$ cat src/core/sble_pkg.sv
// Constants for the serial bus link interrupt event block
package sble_pkg;
  // Register byte offsets
  localparam logic [11:0] HOST_CTRL_SET_OFF  = 12'h050;
  localparam logic [11:0] HOST_CTRL_CLR_OFF  = 12'h054;
  localparam logic [11:0] EVT_SET_OFF        = 12'h080;
  localparam logic [11:0] EVT_CLR_OFF        = 12'h084;
  localparam logic [11:0] MASK_SET_OFF       = 12'h088;
  localparam logic [11:0] MASK_CLR_OFF       = 12'h08c;
  localparam logic [11:0] LINK_CTRL_SET_OFF  = 12'h0e0;
  localparam logic [11:0] LINK_CTRL_CLR_OFF  = 12'h0e4;
  localparam logic [11:0] PHY_CTRL_OFF       = 12'h0ec;
  localparam logic [11:0] CYCLE_TIMER_OFF    = 12'h0f0;

  // Event bit positions
  localparam int SOFTWARE_EVENT_BIT  = 29;
  localparam int LATE_ACK_BIT        = 27;
  localparam int PHY_BYTE_BIT        = 26;
  localparam int OVERLONG_BIT        = 25;
  localparam int FATAL_HALT_BIT      = 24;
  localparam int TIMER_MISMATCH_BIT  = 23;
  localparam logic [31:0] EVT_IMPL_MASK = 32'h2f80_0000;

  // Control field positions
  localparam int LATE_ACK_ENABLE_BIT = 29;
  localparam int TIMING_ROOT_BIT     = 21;
  localparam int PHY_BYTE_LSB        = 16;
  localparam int SECONDS_MSB         = 31;
  localparam int SECONDS_LSB         = 25;
  localparam int COUNT_MSB           = 24;
  localparam int COUNT_LSB           = 12;

  // Reset values
  localparam logic [31:0] EVT_RESET  = 32'h0000_0000;
  localparam logic [31:0] MASK_RESET = 32'h0000_0000;

  // Timing
  localparam int CLK_PERIOD_NS = 100;
  localparam int OVERLONG_NS   = 125000;
  localparam logic [11:0] OVERLONG_CYC = 12'(OVERLONG_NS / CLK_PERIOD_NS);

  // Source vector layout
  localparam int NUM_CTX  = 4;
  localparam int SRC_W    = 5 + NUM_CTX;
  localparam int SRC_LATE = 0;
  localparam int SRC_PHY  = 1;
  localparam int SRC_TXCS = 2;
  localparam int SRC_GAP  = 3;
  localparam int SRC_RXCS = 4;
  localparam int SRC_DEAD = 5;
endpackage

$ cat src/core/sble_edge.sv
// Rising edge detector for a vector of source levels
`timescale 1ns/10ps
module sble_edge #(
  parameter int W = 1
) (
  input  wire logic         pclk,
  input  wire logic         presetn,
  input  wire logic [W-1:0] level,
  output logic      [W-1:0] rise
);
  typedef struct packed {
    logic [W-1:0] prev;
  } sble_edge_state_type;

  sble_edge_state_type st_reg;
  sble_edge_state_type st_next;

  always_comb begin
    st_next      = st_reg;
    st_next.prev = level;
    rise         = level & ~st_reg.prev;
  end

  always_ff @(posedge pclk or negedge presetn) begin
    if (!presetn) begin
      st_reg <= '0;
    end else begin
      st_reg <= st_next;
    end
  end
endmodule

$ cat src/core/sble_top.sv
// Interrupt event latch with APB register access
`timescale 1ns/10ps
// How it works
// - Source edge or set write sets bit
// - Only clear-port ones clear a bit
// - Reads return events ANDed with mask
// - Bits 31 and 30 read zero
// - Bit 28 reads zero
// - Bit 29 is software-only event
// - Late-ack event needs its enable set
// - Late-ack from fifo, responder busy, tardy ack
// - PHY byte arrival sets event, byte readable
// - Overlong period over 125 us when root
// - Overlong event clears timing root enable
// - Subunit halt sets fatal event
// - Fatal bit blocks culprit context interrupts
// - Received timer fields mismatch sets event
module sble_top (
  input  wire logic        pclk,
  input  wire logic        presetn,
  input  wire logic        psel,
  input  wire logic        penable,
  input  wire logic        pwrite,
  input  wire logic [11:0] paddr,
  input  wire logic [31:0] pwdata,
  output logic      [31:0] prdata,
  output logic             pready,
  output logic             pslverr,
  input  wire logic        rx_fifo_host_data,
  input  wire logic        phys_resp_busy,
  input  wire logic        tardy_ack_sent,
  input  wire logic        phy_byte_valid,
  input  wire logic [7:0]  phy_byte_data,
  input  wire logic        cycle_start_tx_begin,
  input  wire logic        subaction_gap_end,
  input  wire logic        cycle_start_rx,
  input  wire logic [6:0]  rx_timer_seconds_field,
  input  wire logic [12:0] rx_timer_count_field,
  input  wire logic [31:0] local_cycle_timer,
  input  wire logic [3:0]  context_dead,
  output logic             timing_root_enable,
  output logic             late_ack_event_enable,
  output logic      [3:0]  context_irq_block
);

  //////////////////////////////////////////////////////////////////////////////
  // State

  typedef struct packed {
    logic [31:0] evt;
    logic [31:0] mask;
    logic        root_en;
    logic        late_en;
    logic [7:0]  phy_byte;
    logic [3:0]  culprit;
    logic [3:0]  blk;
    logic        run;
    logic [11:0] cnt;
    logic        ready;
    logic        err;
    logic [31:0] rdata;
  } sble_state_type;

  sble_state_type st_reg;
  sble_state_type st_next;

  logic [sble_pkg::SRC_W-1:0] src_level;
  logic [sble_pkg::SRC_W-1:0] src_rise;
  logic                       setup;
  logic                       access;
  logic                       wr_acc;
  logic                       late_cond;
  logic                       mismatch;
  logic                       overlong;
  logic [31:0]                hw_set;
  logic [31:0]                sw_set;
  logic [31:0]                sw_clr;

  //////////////////////////////////////////////////////////////////////////////
  // Source edges

  assign late_cond = st_reg.late_en & (rx_fifo_host_data | phys_resp_busy | tardy_ack_sent);

  assign src_level = {context_dead, cycle_start_rx, subaction_gap_end,
                      cycle_start_tx_begin, phy_byte_valid, late_cond};

  sble_edge #(
    .W (sble_pkg::SRC_W)
  ) u_edge (
    .pclk    (pclk),
    .presetn (presetn),
    .level   (src_level),
    .rise    (src_rise)
  );

  assign mismatch =
    (rx_timer_seconds_field != local_cycle_timer[sble_pkg::SECONDS_MSB:sble_pkg::SECONDS_LSB]) ||
    (rx_timer_count_field != local_cycle_timer[sble_pkg::COUNT_MSB:sble_pkg::COUNT_LSB]);

  assign overlong = st_reg.run && st_reg.root_en && (st_reg.cnt == sble_pkg::OVERLONG_CYC);

  //////////////////////////////////////////////////////////////////////////////
  // Bus decode

  assign setup  = psel & ~penable;
  assign access = psel & penable & st_reg.ready;
  assign wr_acc = access & pwrite;

  // Zero bits leave events as they are
  assign sw_set = (wr_acc && paddr == sble_pkg::EVT_SET_OFF) ? (pwdata & sble_pkg::EVT_IMPL_MASK) : '0;
  assign sw_clr = (wr_acc && paddr == sble_pkg::EVT_CLR_OFF) ? (pwdata & sble_pkg::EVT_IMPL_MASK) : '0;

  always_comb begin
    hw_set = '0;
    hw_set[sble_pkg::LATE_ACK_BIT]       = src_rise[sble_pkg::SRC_LATE];
    hw_set[sble_pkg::PHY_BYTE_BIT]       = src_rise[sble_pkg::SRC_PHY];
    hw_set[sble_pkg::OVERLONG_BIT]       = overlong;
    hw_set[sble_pkg::FATAL_HALT_BIT]     = |src_rise[sble_pkg::SRC_DEAD +: sble_pkg::NUM_CTX];
    hw_set[sble_pkg::TIMER_MISMATCH_BIT] = src_rise[sble_pkg::SRC_RXCS] & mismatch;
  end

  //////////////////////////////////////////////////////////////////////////////
  // Next state

  always_comb begin
    st_next = st_reg;

    // Hardware set wins over a clear in the same cycle
    st_next.evt = ((st_reg.evt & ~sw_clr) | sw_set | hw_set) & sble_pkg::EVT_IMPL_MASK;

    if (src_rise[sble_pkg::SRC_PHY]) begin
      st_next.phy_byte = phy_byte_data;
    end

    // Period timer from cycle start send to gap end
    if (src_rise[sble_pkg::SRC_TXCS]) begin
      st_next.run = 1'b1;
      st_next.cnt = '0;
    end else if (src_rise[sble_pkg::SRC_GAP] || overlong) begin
      st_next.run = 1'b0;
    end else if (st_reg.run) begin
      st_next.cnt = st_reg.cnt + 12'h001;
    end

    if (wr_acc) begin
      case (paddr)
        sble_pkg::MASK_SET_OFF: begin
          st_next.mask = st_reg.mask | pwdata;
        end
        sble_pkg::MASK_CLR_OFF: begin
          st_next.mask = st_reg.mask & ~pwdata;
        end
        sble_pkg::HOST_CTRL_SET_OFF: begin
          if (pwdata[sble_pkg::LATE_ACK_ENABLE_BIT]) begin
            st_next.late_en = 1'b1;
          end
        end
        sble_pkg::HOST_CTRL_CLR_OFF: begin
          if (pwdata[sble_pkg::LATE_ACK_ENABLE_BIT]) begin
            st_next.late_en = 1'b0;
          end
        end
        sble_pkg::LINK_CTRL_SET_OFF: begin
          if (pwdata[sble_pkg::TIMING_ROOT_BIT]) begin
            st_next.root_en = 1'b1;
          end
        end
        sble_pkg::LINK_CTRL_CLR_OFF: begin
          if (pwdata[sble_pkg::TIMING_ROOT_BIT]) begin
            st_next.root_en = 1'b0;
          end
        end
        default: begin
        end
      endcase
    end

    if (overlong) begin
      st_next.root_en = 1'b0;
    end

    // Culprit contexts stay blocked while the fatal bit stands
    if (!st_next.evt[sble_pkg::FATAL_HALT_BIT]) begin
      st_next.culprit = '0;
    end else begin
      st_next.culprit = st_reg.culprit | src_rise[sble_pkg::SRC_DEAD +: sble_pkg::NUM_CTX];
    end
    st_next.blk = st_next.culprit;

    // Answer prepared in setup, shown in the single access cycle
    st_next.ready = setup;
    st_next.err   = 1'b0;
    st_next.rdata = '0;
    if (setup) begin
      case (paddr)
        sble_pkg::EVT_SET_OFF, sble_pkg::EVT_CLR_OFF: begin
          st_next.rdata = st_reg.evt & st_reg.mask & sble_pkg::EVT_IMPL_MASK;
        end
        sble_pkg::MASK_SET_OFF, sble_pkg::MASK_CLR_OFF: begin
          st_next.rdata = st_reg.mask;
        end
        sble_pkg::HOST_CTRL_SET_OFF, sble_pkg::HOST_CTRL_CLR_OFF: begin
          st_next.rdata[sble_pkg::LATE_ACK_ENABLE_BIT] = st_reg.late_en;
        end
        sble_pkg::LINK_CTRL_SET_OFF, sble_pkg::LINK_CTRL_CLR_OFF: begin
          st_next.rdata[sble_pkg::TIMING_ROOT_BIT] = st_reg.root_en;
        end
        sble_pkg::PHY_CTRL_OFF: begin
          st_next.rdata[sble_pkg::PHY_BYTE_LSB +: 8] = st_reg.phy_byte;
        end
        sble_pkg::CYCLE_TIMER_OFF: begin
          st_next.rdata = local_cycle_timer;
        end
        default: begin
          st_next.err = 1'b1;
        end
      endcase
    end
  end

  //////////////////////////////////////////////////////////////////////////////
  // Registers

  always_ff @(posedge pclk or negedge presetn) begin
    if (!presetn) begin
      st_reg      <= '0;
      st_reg.evt  <= sble_pkg::EVT_RESET;
      st_reg.mask <= sble_pkg::MASK_RESET;
    end else begin
      st_reg <= st_next;
    end
  end

  assign prdata                = st_reg.rdata;
  assign pready                = st_reg.ready;
  assign pslverr               = st_reg.err;
  assign timing_root_enable    = st_reg.root_en;
  assign late_ack_event_enable = st_reg.late_en;
  assign context_irq_block     = st_reg.blk;
endmodule

$ cat config.mk
export PLATFORM = sky130hd
export DESIGN_NAME = sble_top
export DESIGN_NICKNAME = d
export VERILOG_FILES = /design/src/core/sble_pkg.sv /design/src/core/sble_edge.sv /design/src/core/sble_top.sv
export SDC_FILE = /design/constraint.sdc
export NUM_CORES = 1
export LEC_CHECK = 0
export ABC_AREA = 1
export BUFFER_PORTS_ARGS = -buffer_cell sky130_fd_sc_hd__buf_2
export CAP_MARGIN = 20
export CORE_MARGIN = 2
export CORE_UTILIZATION = 50
export DETAILED_ROUTE_END_ITERATION = 6
export PLACE_DENSITY = 0.77
export SKIP_LAST_GASP = 1
export SLEW_MARGIN = 20
export SYNTH_ARGS = -nofsm -noshare
export SYNTH_HDL_FRONTEND = slang
export SYNTH_SLANG_ARGS = --single-unit
$ cat constraint.sdc
create_clock -name pclk -period 2.3 [get_ports pclk]
set_input_delay 0 -clock pclk [delete_from_list [all_inputs] [get_ports pclk]]
set_output_delay 0 -clock pclk [all_outputs]
set_load 0.01 [all_outputs]
==> results.sh <==
export IMPL_power_density_mw_per_mm2=567
export IMPL_critPathCaptureType="flop"
export IMPL_grt_busiest_layer="met2"
export IMPL_num_rows=38
export IMPL_status="finished clean"
export IMPL_fin_crit_sh_pct=75.8
export IMPL_yosysSeqAreaShare_pct=47.8
export IMPL_cts_max_path_buffers=2
export IMPL_worstPathCellList="inv_1, ha_1, nand4_1, nor2_1, nand3_1, nand3_2, nand2_4, nand2_1, o21ai_0"
export IMPL_cts_root_buf="clkbuf_16"
export IMPL_drv_slew=0
export IMPL_grt_pass1_vias=5208
export IMPL_p_int_mw=3.10
export IMPL_overflow=0
export IMPL_synth_xor_area_share_pct=3.87
export IMPL_setup_viol=0
export IMPL_globalRouteMet3Util_pct=5.00
export IMPL_cts_resized=0
export IMPL_ant_nets=0
export IMPL_gr_usage_met1_pct=33.1
export IMPL_slowest_delay_ns=0.43
export IMPL_firstDrtPassIters=5
export IMPL_hold_viol=0
export IMPL_worstMarginPinSlew_ns=0.858
export IMPL_grtUsageMet2_pct=46.2
export IMPL_synthMuxAreaShare_pct=1.59
export IMPL_hold_class="input port to flop"
export IMPL_dp_hpwl_um=9890
export IMPL_die_w_um=110
export IMPL_timing_max_cap_violations=0
export IMPL_clk_latency_ns=0.33
export IMPL_switching_share_pct=25.6
export IMPL_num_vias=5176
export IMPL_synthAdderAreaFrac_pct=0.443
export IMPL_clock_sinks=108
export IMPL_leakagePower_nw=3.73
export IMPL_dieHeight_um=110
export IMPL_synth_top_family_by_area="simple AND/OR/NAND/NOR gates"
export IMPL_finalNonFillerCells=1059
export IMPL_required_ns=2.50
export IMPL_period_minus_slack_ns=1.74
export IMPL_gp_congestion=0.907
export IMPL_ys_top_cells_by_count="nand2_1, dfrtp_1, inv_1, nor2_1, buf_4"
export IMPL_io_buffers=159
export IMPL_yosysTopAreaCellShare_pct=47.8
export IMPL_die_area_mm2=0.0122
export IMPL_tns_ns=0
export IMPL_synth_compound_area_share_pct=8.67
export IMPL_p_switching_mw=1.07
export IMPL_clk_pin_slew_ns=0.07
export IMPL_fp_coreArea_mm2=0.0109
export IMPL_cp_slowest_cell="dfrtp_1"
export IMPL_ir_drop_mv=0.488
export IMPL_grt_pass1_wl_um=24600
export IMPL_cts_inserted_buffers=9
export IMPL_yosys_warnings=0
export IMPL_io_pins=160
export IMPL_grt_max_degree=48
export IMPL_clock_power_share_pct=38.5
export IMPL_cts_tree="built"
export IMPL_syn_inst=716
export IMPL_dp_slack_ns=0.563
export IMPL_critPathMaxFanout=18
export IMPL_worst_slack_ns=0.557
export IMPL_skew_ns=0.0105
export IMPL_drt_iter0_markers=362
export IMPL_wirelength_um=15300
export IMPL_syn2layout_area_growth_pct=30.0
export IMPL_synth_most_common_cell="nand2_1"
export IMPL_pwr_share_comb_pct=13.0
export IMPL_pwr_share_seq_pct=48.6
export IMPL_diodes=0
export IMPL_netlist_area_mm2=0.00565
export IMPL_grt_antenna_before_repair=1
export IMPL_htreeDepth=3
export IMPL_synth_edf_count=0
export IMPL_ys_ff_latch=108
export IMPL_synthSimpleGateAreaFrac_pct=23.7
export IMPL_post_drt_wl_per_cell_um=14.5
export IMPL_grt_use_total_pct=26.2
export IMPL_fmaxAchievable_mhz=574
export IMPL_syn_area_per_cell_um2=7.90
export IMPL_yosysTopAreaCell="dfrtp_1"
export IMPL_nets=1036
export IMPL_grt_setup_unrepaired="false"
export IMPL_drive_gt1_share_pct=23.4
export IMPL_ys_top_cells_by_area="dfrtp_1, nand2_1, inv_1, buf_4, nor2_1"
export IMPL_drc=0
export IMPL_synth_fp_nets=838
export IMPL_initial_utilization_pct=51.7
export IMPL_dp_cells=970
export IMPL_path_class="flop to flop"
export IMPL_async_reset_ff_share_pct=100
export IMPL_synth_cell_type_count=31
export IMPL_start_kind="flop"
export IMPL_arrival_ns=1.94
export IMPL_synth_ff_type="dfrtp_1"
export IMPL_maxSlewHeadroom_pct=42.7
export IMPL_via_per_inst=4.89
path summary, 6_finish.rpt:
kind / startpoint / endpoint / slack [ns] / cells after the start
worst max-delay path: st_reg[34]$_DFFE_PN0P_ / st_reg[37]$_DFFE_PN0P_ / 0.56 / 9
worst min-delay path: local_cycle_timer[20] / prdata[20]$_DFF_PN0_ / 0.01 / 3
worst max register to register: st_reg[34]$_DFFE_PN0P_ / st_reg[37]$_DFFE_PN0P_ / 0.56 / 9
worst min register to register: st_reg[120]$_DFF_PN0_ / st_reg[120]$_DFF_PN0_ / 0.50 / 2
max in group asynchronous: presetn / asynchronous set/reset pin / 1.26 / 3
min in group asynchronous: presetn / u_edge.st_reg[3]$_DFF_PN0_ / 0.23 / 2
layout make-up:
| type | count | area [µm²] |
|---|---|---|
| multi-input combinational | 446 | 2170 |
| sequential | 108 | 2700 |
| timing repair buffer | 237 | 1580 |
| tap | 140 | 175 |
| clock buffer | 10 | 229 |
| inverter | 112 | 420 |
| clock inverter | 6 | 78.8 |
| fill | 885 | 3580 |
repair_timing:
| item | 4_1_cts | 5_1_grt |
|---|---|---|
| endpoints found under the hold margin | 119 | 0 |
| endpoints found under the setup margin | 0 | 0 |
| buffers inserted | 0 | 0 |
| hold buffers | 73 | 0 |
metrics by stage:
stage          util (%)  power [mW]  cell area, µm²  hold slack (ns)
3_5_place_dp       57.7        2.50            6310           0.0582
5_1_grt            67.2        4.36            7350           0.0185
4_1_cts            67.2        4.19            7350          0.00437
2_1_floorplan         -        2.27            5650           -0.296
6_report           67.2        4.17            7350           0.0126
3_3_place_gp       57.7        2.49            6310           0.0621
cell families after synthesis:
logic type,Yosys count
mux,8
flops,108
compound gates,94
xor+xnor,25
simple gates,317
fa+ha+maj,2
buf+inv,162
placed cells by master, fill, tap and decap left out:
master         instances
inv_6                  2
o211ai_1               3
inv_2                  3
inv_1                108
clkinv_1               1
xor2_1                 8
buf_4                  5
nor2_1                48
dfrtp_1              108
nor3_1                 6
nand2_1              204
nor2_2                 8
o21ai_2                1
a21oi_1               35
clkbuf_1               1
buf_12                 1
clkbuf_16              9
ha_1                   2
nand2_4                1
inv_8                  2
o21ai_0               23
a211oi_1               1
nor2_4                 1
buf_2                158
mux2_2                 8
bufinv_16              1
nand3_1               24
nand4_1               11
clkinv_4               1
nor2_8                 1
a31oi_1                5
nand3_2                1
nand2_2               12
xnor2_1               17
dlygate4sd3_1         73
o21ai_1               26
critical path: cells and delay by family (launching register included):
kind                       cells  cell delay [ns]
and+or+nand+nor                6             0.82
DFF                            1             0.43
adders and majority gates      1             0.16
buffers and inverters          1             0.12
AOI/OAI and AO/OA              1             0.08
per-layer routing:
metal / vias up / share of wire, % / wire length [µm]
met1: 2413 / 41 / 6350
li1: 2569 / - / -
met4: 2 / 1.6 / 245
met3: 26 / 5.6 / 853
met2: 166 / 51 / 7850
met5: - / 0.085 / 13
power by group through the flow:
| stage | sequential, mW | combinational, mW | clock [mW] |
|---|---|---|---|
| after global routing | 2.04 | 0.608 | 1.72 |
| after global placement | 2.06 | 0.430 | 0 |
| after CTS | 2.02 | 0.537 | 1.63 |
| final | 2.02 | 0.542 | 1.60 |
| after floorplan | 2.05 | 0.225 | 0 |
| after detailed placement | 2.06 | 0.439 | 0 |
(Power assumes the default switching activity.)
